--- config.mk ---
export PLATFORM = sky130hd
export DESIGN_NAME = umfl_regs
export DESIGN_NICKNAME = d
export VERILOG_FILES = /design/src/core/umfl_pkg.sv /design/src/core/umfl_sync2.sv /design/src/core/umfl_regs.sv
export SDC_FILE = /design/constraint.sdc
export NUM_CORES = 1
export LEC_CHECK = 0
export ABC_CLOCK_PERIOD_IN_PS = 3100
export BUFFER_PORTS_ARGS = -buffer_cell sky130_fd_sc_hd__buf_4
export CAP_MARGIN = 15
export CORE_AREA = 4 4 79 81
export DETAILED_ROUTE_END_ITERATION = 8
export DIE_AREA = 0 0 83 85
export HOLD_SLACK_MARGIN = 0.1
export PLACE_DENSITY = 0.91
export SLEW_MARGIN = 20
export SYNTH_ARGS = -nofsm -noshare
export SYNTH_HDL_FRONTEND = slang
export SYNTH_SLANG_ARGS = --single-unit
--- constraint.sdc ---
create_clock -name ref_clk -period 3.1 [get_ports ref_clk]
set_clock_uncertainty 0.05 [all_clocks]
set_input_delay 0.155 -clock ref_clk [delete_from_list [all_inputs] [get_ports ref_clk]]
set_output_delay 0.155 -clock ref_clk [all_outputs]
set_load 0.01 [all_outputs]
--- src/core/umfl_pkg.sv ---
// Package: register indices, field layout and reset values of the modem and FIFO level slice
package umfl_pkg;

   // Register indices on the host register port
   localparam int ADDR_W = 4;
   localparam logic [ADDR_W-1:0] ADDR_MODEM_LINE_STATUS = 4'h0;
   localparam logic [ADDR_W-1:0] ADDR_SCRATCH_BYTE = 4'h1;
   localparam logic [ADDR_W-1:0] ADDR_FLOW_THRESHOLD_CTRL = 4'h2;
   localparam logic [ADDR_W-1:0] ADDR_FIFO_IRQ_TRIGGER_LEVELS = 4'h3;
   localparam logic [ADDR_W-1:0] ADDR_TX_FREE_SPACE_COUNT = 4'h4;
   localparam logic [ADDR_W-1:0] ADDR_RX_FILL_COUNT = 4'h5;
   localparam logic [ADDR_W-1:0] ADDR_PIN_DIRECTION = 4'h6;

   // Data widths
   localparam int DATA_W = 8;
   localparam int LVL_W = 7;
   localparam int FIELD_W = 4;
   localparam int MODEM_W = 4;

   // Modem status layout: live levels in the high nibble, change flags in the low nibble
   localparam int MSR_CD_BIT = 7;
   localparam int MSR_RI_BIT = 6;
   localparam int MSR_DSR_BIT = 5;
   localparam int MSR_CTS_BIT = 4;
   localparam int MSR_LIVE_MSB = 7;
   localparam int MSR_LIVE_LSB = 4;
   localparam int MSR_DELTA_MSB = 3;
   localparam int MSR_DELTA_LSB = 0;

   // Index of each line inside the 4-bit modem vectors
   localparam int LN_CD = 3;
   localparam int LN_RI = 2;
   localparam int LN_DSR = 1;
   localparam int LN_CTS = 0;

   // Threshold and trigger field positions
   localparam int TCR_HALT_MSB = 3;
   localparam int TCR_HALT_LSB = 0;
   localparam int TCR_RESUME_MSB = 7;
   localparam int TCR_RESUME_LSB = 4;
   localparam int TLR_RX_MSB = 7;
   localparam int TLR_RX_LSB = 4;
   localparam int TLR_TX_MSB = 3;
   localparam int TLR_TX_LSB = 0;
   localparam int LVL_MSB = 6;

   // Levels are a field times four
   localparam logic [1:0] LVL_STEP_PAD = 2'h0;
   localparam logic LVL_TOP_PAD = 1'h0;
   localparam logic [FIELD_W-1:0] FIELD_ZERO = 4'h0;

   // Reset values
   localparam logic [DATA_W-1:0] RST_BYTE = 8'h00;
   localparam logic [MODEM_W-1:0] RST_MODEM_PINS = 4'hF;
   localparam logic [MODEM_W-1:0] RST_DELTA = 4'h0;
   localparam logic RST_TOP_BIT = 1'h0;

endpackage

--- src/core/umfl_sync2.sv ---
// Two-stage synchroniser for the active-low modem input pins
`timescale 1ns/1ps
module umfl_sync2 import umfl_pkg::*; (
   input wire logic ref_clk,
   input wire logic rst_n,
   input wire logic [MODEM_W-1:0] pin_async,
   output logic [MODEM_W-1:0] pin_sync
);

   logic [MODEM_W-1:0] meta_q;
   logic [MODEM_W-1:0] sync_q;

   // Resets to the idle high level so no change is flagged at start-up
   always_ff @(posedge ref_clk or negedge rst_n) begin
      if (!rst_n) begin
         meta_q <= RST_MODEM_PINS;
         sync_q <= RST_MODEM_PINS;
      end else begin
         meta_q <= pin_async;
         sync_q <= meta_q;
      end
   end

   assign pin_sync = sync_q;

endmodule

--- src/core/umfl_regs.sv ---
// Modem status, scratch, flow threshold, trigger level, FIFO level and pin direction registers
//
// Contract
// - Status bit 7 reads inverted carrier detect
// - Status bit 6 reads inverted ring indicator
// - Status bit 5 reads inverted data-set-ready
// - Status bit 4 always reads inverted clear-to-send
// - Bits 3,1,0 flag changes; read clears them
// - Bit 2 flags ring pin rising; read clears
// - Pin state bits unreliable for modem pins
// - Scratch byte stores and returns host value
// - Threshold: halt in 3:0, resume in 7:4
// - Threshold field times four gives level
// - All-zero threshold falls back to FIFO control
// - Threshold and trigger writes need both enables
// - Trigger: receive in 7:4, transmit in 3:0
// - Nonzero trigger field overrides FIFO control
// - Transmit level reads free spaces, bit 7 zero
// - Receive level reads fill count, bit 7 zero
// - Direction bit n sets pin n direction
// - Pin control bit selects modem pin use
`timescale 1ns/1ps
module umfl_regs import umfl_pkg::*; (
   input wire logic ref_clk,
   input wire logic rst_n,
   input wire logic [ADDR_W-1:0] reg_addr,
   input wire logic reg_wr,
   input wire logic reg_rd,
   input wire logic [DATA_W-1:0] reg_wdata,
   output logic [DATA_W-1:0] reg_rdata,
   input wire logic modem_mode_en,
   input wire logic enhanced_function_en,
   input wire logic modem_control_tcr_tlr_en,
   input wire logic cd_n,
   input wire logic ri_n,
   input wire logic dsr_n,
   input wire logic cts_n,
   input wire logic [LVL_W-1:0] tx_free_spaces,
   input wire logic [LVL_W-1:0] rx_fill_level,
   input wire logic [LVL_W-1:0] fcr_rx_trig_chars,
   input wire logic [LVL_W-1:0] fcr_tx_trig_chars,
   output logic [LVL_W-1:0] rx_trig_chars,
   output logic [LVL_W-1:0] tx_trig_chars,
   output logic [LVL_W-1:0] flow_halt_chars,
   output logic [LVL_W-1:0] flow_resume_chars,
   output logic [DATA_W-1:0] pin_direction,
   output logic modem_change_pending
);

   ////////////////////////////////////////////////////////////////////////////////////////////////
   // Helpers

   function automatic logic addr_hit(input logic [ADDR_W-1:0] addr, input logic [ADDR_W-1:0] idx);
      return addr == idx;
   endfunction

   // A 4-bit field in steps of four, widened to a character count
   function automatic logic [LVL_W-1:0] field_to_chars(input logic [FIELD_W-1:0] f);
      return {LVL_TOP_PAD, f, LVL_STEP_PAD};
   endfunction

   ////////////////////////////////////////////////////////////////////////////////////////////////
   // Modem inputs

   logic [MODEM_W-1:0] pins_sync;
   logic [MODEM_W-1:0] pins_prev_q;
   logic [MODEM_W-1:0] delta_q;
   logic [MODEM_W-1:0] delta_d;
   logic [MODEM_W-1:0] line_live;
   logic [MODEM_W-1:0] line_change;
   logic [MODEM_W-1:0] line_set;
   logic [MODEM_W-1:0] group_mask;

   umfl_sync2 u_sync (
      .ref_clk(ref_clk),
      .rst_n(rst_n),
      .pin_async({cd_n, ri_n, dsr_n, cts_n}),
      .pin_sync(pins_sync)
   );

   // Clear-to-send is a dedicated pin; the rest only count when the group is in modem use
   assign group_mask = {modem_mode_en, modem_mode_en, modem_mode_en, 1'h1};
   assign line_live = ~pins_sync & group_mask;
   assign line_change = (pins_sync ^ pins_prev_q) & group_mask;

   // Ring flag is edge-only: the pin returning high marks the end of a ring
   assign line_set[LN_CD] = line_change[LN_CD];
   assign line_set[LN_DSR] = line_change[LN_DSR];
   assign line_set[LN_CTS] = line_change[LN_CTS];
   assign line_set[LN_RI] = modem_mode_en && !pins_prev_q[LN_RI] && pins_sync[LN_RI];

   ////////////////////////////////////////////////////////////////////////////////////////////////
   // Decode

   logic rd_msr;
   logic wr_scratch;
   logic wr_gate;
   logic wr_tcr;
   logic wr_tlr;
   logic wr_dir;

   assign rd_msr = reg_rd && addr_hit(reg_addr, ADDR_MODEM_LINE_STATUS);
   assign wr_scratch = reg_wr && addr_hit(reg_addr, ADDR_SCRATCH_BYTE);
   assign wr_gate = enhanced_function_en && modem_control_tcr_tlr_en;
   assign wr_tcr = reg_wr && wr_gate && addr_hit(reg_addr, ADDR_FLOW_THRESHOLD_CTRL);
   assign wr_tlr = reg_wr && wr_gate && addr_hit(reg_addr, ADDR_FIFO_IRQ_TRIGGER_LEVELS);
   assign wr_dir = reg_wr && addr_hit(reg_addr, ADDR_PIN_DIRECTION);

   // A fresh change in the clearing cycle survives the read
   assign delta_d = (rd_msr ? RST_DELTA : delta_q) | line_set;

   ////////////////////////////////////////////////////////////////////////////////////////////////
   // Storage

   logic [DATA_W-1:0] scratch_q;
   logic [DATA_W-1:0] tcr_q;
   logic [DATA_W-1:0] tlr_q;
   logic [DATA_W-1:0] dir_q;
   logic [DATA_W-1:0] rdata_q;
   logic [DATA_W-1:0] rdata_d;

   always_ff @(posedge ref_clk or negedge rst_n) begin
      if (!rst_n) begin
         pins_prev_q <= RST_MODEM_PINS;
         delta_q <= RST_DELTA;
      end else begin
         pins_prev_q <= pins_sync;
         delta_q <= delta_d;
      end
   end

   always_ff @(posedge ref_clk or negedge rst_n) begin
      if (!rst_n) begin
         scratch_q <= RST_BYTE;
      end else if (wr_scratch) begin
         scratch_q <= reg_wdata;
      end
   end

   always_ff @(posedge ref_clk or negedge rst_n) begin
      if (!rst_n) begin
         tcr_q <= RST_BYTE;
      end else if (wr_tcr) begin
         tcr_q <= reg_wdata;
      end
   end

   always_ff @(posedge ref_clk or negedge rst_n) begin
      if (!rst_n) begin
         tlr_q <= RST_BYTE;
      end else if (wr_tlr) begin
         tlr_q <= reg_wdata;
      end
   end

   always_ff @(posedge ref_clk or negedge rst_n) begin
      if (!rst_n) begin
         dir_q <= RST_BYTE;
      end else if (wr_dir) begin
         dir_q <= reg_wdata;
      end
   end

   ////////////////////////////////////////////////////////////////////////////////////////////////
   // Read path

   logic [DATA_W-1:0] msr_val;
   logic [DATA_W-1:0] tx_free_space_count_val;
   logic [DATA_W-1:0] rx_fill_count_val;

   // Modem pins are read here, never through the general pin state
   // Flags left over from modem use stay hidden from the status read once the group is plain pins, but still drive modem_change_pending
   assign msr_val = {line_live, delta_q & group_mask};
   assign tx_free_space_count_val = {RST_TOP_BIT, tx_free_spaces};
   assign rx_fill_count_val = {RST_TOP_BIT, rx_fill_level};

   assign rdata_d = addr_hit(reg_addr, ADDR_MODEM_LINE_STATUS) ? msr_val :
                    addr_hit(reg_addr, ADDR_SCRATCH_BYTE) ? scratch_q :
                    addr_hit(reg_addr, ADDR_FLOW_THRESHOLD_CTRL) ? tcr_q :
                    addr_hit(reg_addr, ADDR_FIFO_IRQ_TRIGGER_LEVELS) ? tlr_q :
                    addr_hit(reg_addr, ADDR_TX_FREE_SPACE_COUNT) ? tx_free_space_count_val :
                    addr_hit(reg_addr, ADDR_RX_FILL_COUNT) ? rx_fill_count_val :
                    addr_hit(reg_addr, ADDR_PIN_DIRECTION) ? dir_q : RST_BYTE;

   // Read data is held until the next read so a slow host port can shift it out
   always_ff @(posedge ref_clk or negedge rst_n) begin
      if (!rst_n) begin
         rdata_q <= RST_BYTE;
      end else if (reg_rd) begin
         rdata_q <= rdata_d;
      end
   end

   assign reg_rdata = rdata_q;

   ////////////////////////////////////////////////////////////////////////////////////////////////
   // Level selection

   logic [FIELD_W-1:0] tlr_rx_f;
   logic [FIELD_W-1:0] tlr_tx_f;
   logic tcr_zero;

   assign tlr_rx_f = tlr_q[TLR_RX_MSB:TLR_RX_LSB];
   assign tlr_tx_f = tlr_q[TLR_TX_MSB:TLR_TX_LSB];
   assign tcr_zero = tcr_q == RST_BYTE;

   // Each direction falls back on its own
   assign rx_trig_chars = (tlr_rx_f != FIELD_ZERO) ? field_to_chars(tlr_rx_f) : fcr_rx_trig_chars;
   assign tx_trig_chars = (tlr_tx_f != FIELD_ZERO) ? field_to_chars(tlr_tx_f) : fcr_tx_trig_chars;

   // No halt-above-resume check here; software owns that ordering
   assign flow_halt_chars = tcr_zero ? fcr_rx_trig_chars :
                            field_to_chars(tcr_q[TCR_HALT_MSB:TCR_HALT_LSB]);
   assign flow_resume_chars = tcr_zero ? fcr_rx_trig_chars :
                              field_to_chars(tcr_q[TCR_RESUME_MSB:TCR_RESUME_LSB]);

   assign pin_direction = dir_q;
   assign modem_change_pending = |delta_q;
endmodule

==> Yosys cells after proc, flatten, opt, wreduce, memory -nomap -nowiden <==
Index checks and enable logic that the tools add are counted.
{ "totals": {"reg_bits": 56, "latchBits": 0, "ram_bits": 0, "rom_bits": 0, "out_inout_bits": 45, "n_memories": 0} }
{ "op_classes": {"n_addsub": 0, "mul": 0, "div": 0, "n_lt_le_gt_ge": 0, "n_eq_ne": 6, "shift": 0, "muxes": 12, "bitwise": 6, "reduce_logical": 15} }
{ "op_table": {"columns": ["op", "n"], "rows": [
  ["two-way mux 8 bit", 7],
  ["two-way mux 7 bit", 4],
  ["AND 4 bit", 3],
  ["== test 4 x 3 -> 1 bit (second input constant)", 3],
  ["logical AND 1 bit", 9],
  ["== test 4 x 2 -> 1 bit (second input constant)", 2],
  ["logical NOT 8 bit", 1],
  ["nonzero test 4 bit", 2],
  ["== test 4 x 1 -> 1 bit (second input constant)", 1],
  ["logical NOT 4 bit", 1],
  ["two-way mux 4 bit", 1],
  ["NOT 4 bit", 1],
  ["bitwise OR 4 bit", 1],
  ["OR reduction 4 bit", 1],
  ["XOR 4 bit", 1],
  ["logical NOT 1 bit", 1]
]} }

==> Longest topological paths before layout <==
{ "logic_depth": {"word_depth": 8, "mapped_depth": 6} }

==> Cells and area by module <==
A second synthesis with hierarchy kept.
{ "unflattened": {"cells_unflattened": 235, "area_unflattened_um2": 2802.7} }
{ "modules_own_cells": {"columns": ["mod", "n_inst", "cells_each", "area_each_um2", "seq_area_each_um2"], "rows": [
  ["umfl_regs", 1, 227, 2592.5, 1206.2],
  ["umfl_sync2", 1, 8, 210.2, 210.2]
]} }

==> Least setup slack after synthesis <==
Ideal clock, no wire load.
{ "synth_timing": {"kind": "flip-flop to output port", "from": "reg tcr_q[2]", "to": "out flow_resume_chars[0]", "t_arrival_ns": 1.629, "t_required_ns": 2.895, "setup_slack_ns": 1.266, "path_stages_with_launch": 6, "n_path_buf": 2, "cell_sequence": "dfrtp_1 -> or4_1 -> nor2_1 -> clkbuf_1 -> and2_1 -> buf_4"} }
{ "synth_via": {"elab_chain_cells": 2} }
{ "synth_lines": {"columns": ["element", "line", "rtl"], "rows": [
  ["from (decl)", "umfl_regs.sv:116", "logic [DATA_W-1:0] tcr_q;"],
  ["from (signal assigned)", "umfl_regs.sv:144", "tcr_q <= reg_wdata;"],
  ["logical NOT 8 bit", "umfl_regs.sv:205", "assign tcr_zero = tcr_q == RST_BYTE;"],
  ["two-way mux 7 bit", "umfl_regs.sv:214", "assign flow_resume_chars = tcr_zero ? fcr_rx_trig_chars :"],
  ["to (decl)", "umfl_regs.sv:45", "output logic [LVL_W-1:0] flow_resume_chars,"]
]} }
No other way between the ends.

==> Final worst setup path <==
{ "layout_timing": {"from": "reg tcr_q[2]", "to": "out flow_halt_chars[0]"} }
{ "layout_via": {"elab_chain_cells": 2} }
{ "layout_lines": {"columns": ["element", "line", "rtl"], "rows": [
  ["logical NOT 8 bit", "umfl_regs.sv:205", null],
  ["two-way mux 7 bit", "umfl_regs.sv:212", "assign flow_halt_chars = tcr_zero ? fcr_rx_trig_chars :"],
  ["to (decl)", "umfl_regs.sv:44", "output logic [LVL_W-1:0] flow_halt_chars,"]
]} }
No other way between the ends.

==> impl_metrics.py <==
metrics = {
    "worst_setup_path": {
        "ff2ff_setup_slack_ns": 1.78,
        "path_cells": "or4_1 > nor2_1 > and2_1 > buf_4",
        "cp_slowest_cell": "or4_1",
        "cp.required_ns": 2.89,
        "crit_arrival_ns": 2.13,
        "rr_worst_depth": 3,
        "r2r_end": "reg_rdata[6]$_DFFE_PN0P_",
        "crit_path_end_kind": "output port",
        "crit_buf_inv": 1,
        "crit_family": "simple AND/OR/NAND/NOR gates",
        "r2r_start": "tlr_q[6]$_DFFE_PN0P_",
        "criticalPathCategory": "reg -> out",
        "worst-path-max-fanout": 11,
        "max_stage_delay_ns": 0.52,
        "startpoint_type": "register",
    },
    "status": {
        "status": "finished, final reports clean",
    },
    "yosys": {
        "synthFlopType": "dfrtp_1",
        "syn_area_um2": 2880,
        "synth_area_leaders": "dfrtp_1 38%, dfstp_2 11%, mux2_4 8.3%",
        "synthArstFlopShare_pct": 100,
        "syn-num-nets": 305,
        "synth_seq_cells": 56,
        "yosys_warnings": 0,
        "syn_inst": 254,
        "synth_top_cell_area_share_pct": 38.2,
        "yosys.area.top_type": "dfrtp_1",
        "ys_seq_area_share_pct": 49.1,
        "avgSynthCellArea_um2": 11.3,
        "synth_edf_count": 0,
        "synth_cell_types": 43,
    },
    "routing": {
        "wl_per_cell_um": 17.7,
        "drtPass1Iterations": 4,
        "vias": 2365,
        "avgViaCountPerCell": 5.54,
        "ant_nets": 0,
        "drc": 0,
        "drt_iter0_drc": 196,
        "routed_wl_mm": 7.55,
    },
    "die": {
        "die_area_um2": 7060,
        "initial_core_util_pct": 52.7,
        "core_area_um2": 5470,
        "die_w_um": 83,
        "die_y_um": 85,
        "io_pins": 96,
        "std_cell_rows": 27,
    },
    "layout": {
        "final_cell_area_um2": 3830,
        "drive_above_1_share_pct": 38.0,
        "area_growth_pct": 33.0,
        "fill_cells": 403,
        "nNetsFinal": 405,
        "diodes": 0,
        "layoutNonFillerInstCount": 427,
    },
    "power": {
        "vdd_ir_drop_max_mv": 0.316,
        "p_leak_nw": 1.94,
        "pwr_density_cell_nw_per_um2": 512,
    },
    "cts": {
        "cts_tree": "done",
        "clk_latency_ns": 0.32,
        "cts_max_path_buffers": 2,
        "clk_pin_slew_ns": 0.10,
        "cts-root-buf": "clkbuf_8",
        "numCtsBuffers": 5,
        "cts_resized": 0,
        "htree_num_levels": 2,
        "cts_sinks": 56,
    },
    "grt": {
        "grt_max_degree": 57,
        "grt_pass1_vias": 2470,
        "antenna_found_initial": 0,
        "grt_pass1_wl_mm": 12.5,
        "grt_usage_pct": 21.8,
        "grt-ovfl-total": 0,
    },
    "sta": {
        "fmax_ghz": 0.428,
        "tightestPinTransition_ns": 1.01,
        "fin_crit_ns": 2.34,
        "rsz0062_at_grt": "false",
        "setup_viol_count_final": 0,
        "hold_viol": 0,
        "final_max_slew_viol_count": 0,
        "slew-limit-headroom_pct": 32.3,
        "setup_tns_ns": 0,
        "holdWs_ns": 0.156,
        "fin_crit_sh_pct": 75.4,
    },
    "place": {
        "dpl.cell_count": 404,
        "hpwlAfterDp_mm": 5.61,
        "port_buffers": 95,
        "globalplace.congestion": 0.842,
        "dpl_cell_area_um2": 3590,
    },
    "hold_path": {
        "min_to": "reg_rdata[0]$_DFFE_PN0P_",
        "min_path_type": "in -> reg",
        "hp-start": "reg_addr[3]",
        "hold_path_depth": 4,
    },
    "run": {
        "drv_cap": 0,
    },
}
-- metal layers --
metal	global-route usage, %	routed length [um]	share of wire, %
met1	28.3	3230	43
met2	37.1	3740	50
met3	4.17	469	6.2
met4	6.98	114	1.5
met5	0	0	0
-- report_power, final --
part | leakage (nW) | internal, mW | switching, mW | total (mW)
sequential | 0.672 | 0.835 | 0.0863 | 0.921
clock | 0.0491 | 0.167 | 0.257 | 0.423
combinational | 1.22 | 0.343 | 0.275 | 0.619
total | 1.94 | 1.34 | 0.618 | 1.96
-- kinds of logic (layout without fill, tap and decap cells) --
logic type / after synthesis / in the layout / synth area share, %
buffers and inverters: 21 / 122 / 3.91
AND/OR/NAND/NOR: 70 / 70 / 13.4
flip-flops: 56 / 56 / 49.1
AO/OA/AOI/OAI: 59 / 59 / 13.6
XOR/XNOR: 3 / 3 / 0.912
multiplexers: 45 / 45 / 19.1
-- area by class of cell --
| type | instances | area, um^2 | area share, % |
|---|---|---|---|
| flip-flops and latches | 56 | 1420 | 36.9 |
| well taps | 72 | 90.1 | 2.35 |
| clock buffers | 5 | 68.8 | 1.80 |
| clock inverters | 3 | 26.3 | 0.685 |
| repair buffers | 110 | 863 | 22.5 |
| inverters | 4 | 15.0 | 0.392 |
| multi-input cells | 177 | 1350 | 35.3 |
-- state kept, by name, indices dropped and copies added (netlist names) --
| signal | flops |
|---|---|
| pin_direction | 8 |
| reg_rdata | 8 |
| scratch_q | 8 |
| tcr_q | 8 |
| tlr_q | 8 |
| delta_q | 4 |
| pins_prev_q | 4 |
| u_sync.meta_q | 4 |
| u_sync.pin_sync | 4 |
-- per-stage QoR --
stage | worst slack, ns | total power, mW | util (%)
finish | 0.762 | 1.96 | 70.1
CTS | 0.752 | 1.97 | 70.1
floorplan | 1.27 | 1.23 | -
global route | 0.642 | 2.06 | 70.1
detailed placement | 1.09 | 1.54 | 65.6
global placement | 1.18 | 1.51 | 65.6
-- worst register-to-register path: stages, from the launching register on --
cell and delay (ns):
dfrtp_1 0.46, o21ai_1 0.19, o221ai_1 0.15, a221o_1 0.37
-- timing repair --
action | in CTS | in global routing
hold endpoints to repair | 86 | 0
setup endpoints to repair | 0 | 0
hold buffers | 15 | 0
buffers inserted | 0 | 0
-- placed cells by master (no fill, tap or decap), types with 2 or more instances in the layout --
master and instances:
dlygate4sd3_1 15, o221ai_1 3, o21ai_0 2, o21ai_1 6, buf_4 95, nand2_1 19
nand3_1 4, nor2b_1 3, inv_6 2, inv_1 2, o22ai_1 5, a21oi_1 12
nand2b_1 8, and2_1 9, mux2i_1 14, nor4_1 2, a21o_1 18, dfrtp_1 44
a31oi_1 5, nor2_1 13, xor2_1 2, dfstp_2 12, mux2_4 16, clkbuf_8 5
a22o_1 4, mux2_1 15, or4_1 4
-- cells in the mapped netlist (3+ instances only) --
library cell / count
a22o_1: 4
buf_4: 4
or4_1: 4
mux2_4: 16
o221ai_1: 3
and2_1: 9
dfstp_2: 12
nand3_1: 4
buf_2: 3
a21oi_1: 12
nand2b_1: 8
nor2_1: 13
o21ai_1: 6
mux2_1: 15
mux2i_1: 14
clkbuf_1: 4
dfrtp_1: 44
a31oi_1: 5
buf_1: 4
nand2_1: 19
a21o_1: 18
nor2b_1: 3
o22ai_1: 5
-- worst max path at each step --
stage,from,end,cells past startpoint
6_report,tcr_q[2]$_DFFE_PN0P_,flow_halt_chars[0],4
5_1_grt,tcr_q[2]$_DFFE_PN0P_,flow_halt_chars[0],4
3_5_place_dp,tcr_q[2]$_DFFE_PN0P_,flow_halt_chars[0],4
4_1_cts,tcr_q[2]$_DFFE_PN0P_,flow_halt_chars[0],4
3_3_place_gp,tcr_q[2]$_DFFE_PN0P_,flow_resume_chars[1],4
2_1_floorplan,tcr_q[2]$_DFFE_PN0P_,flow_resume_chars[0],5
No activity file was read; power rests on OpenSTA's default activity.
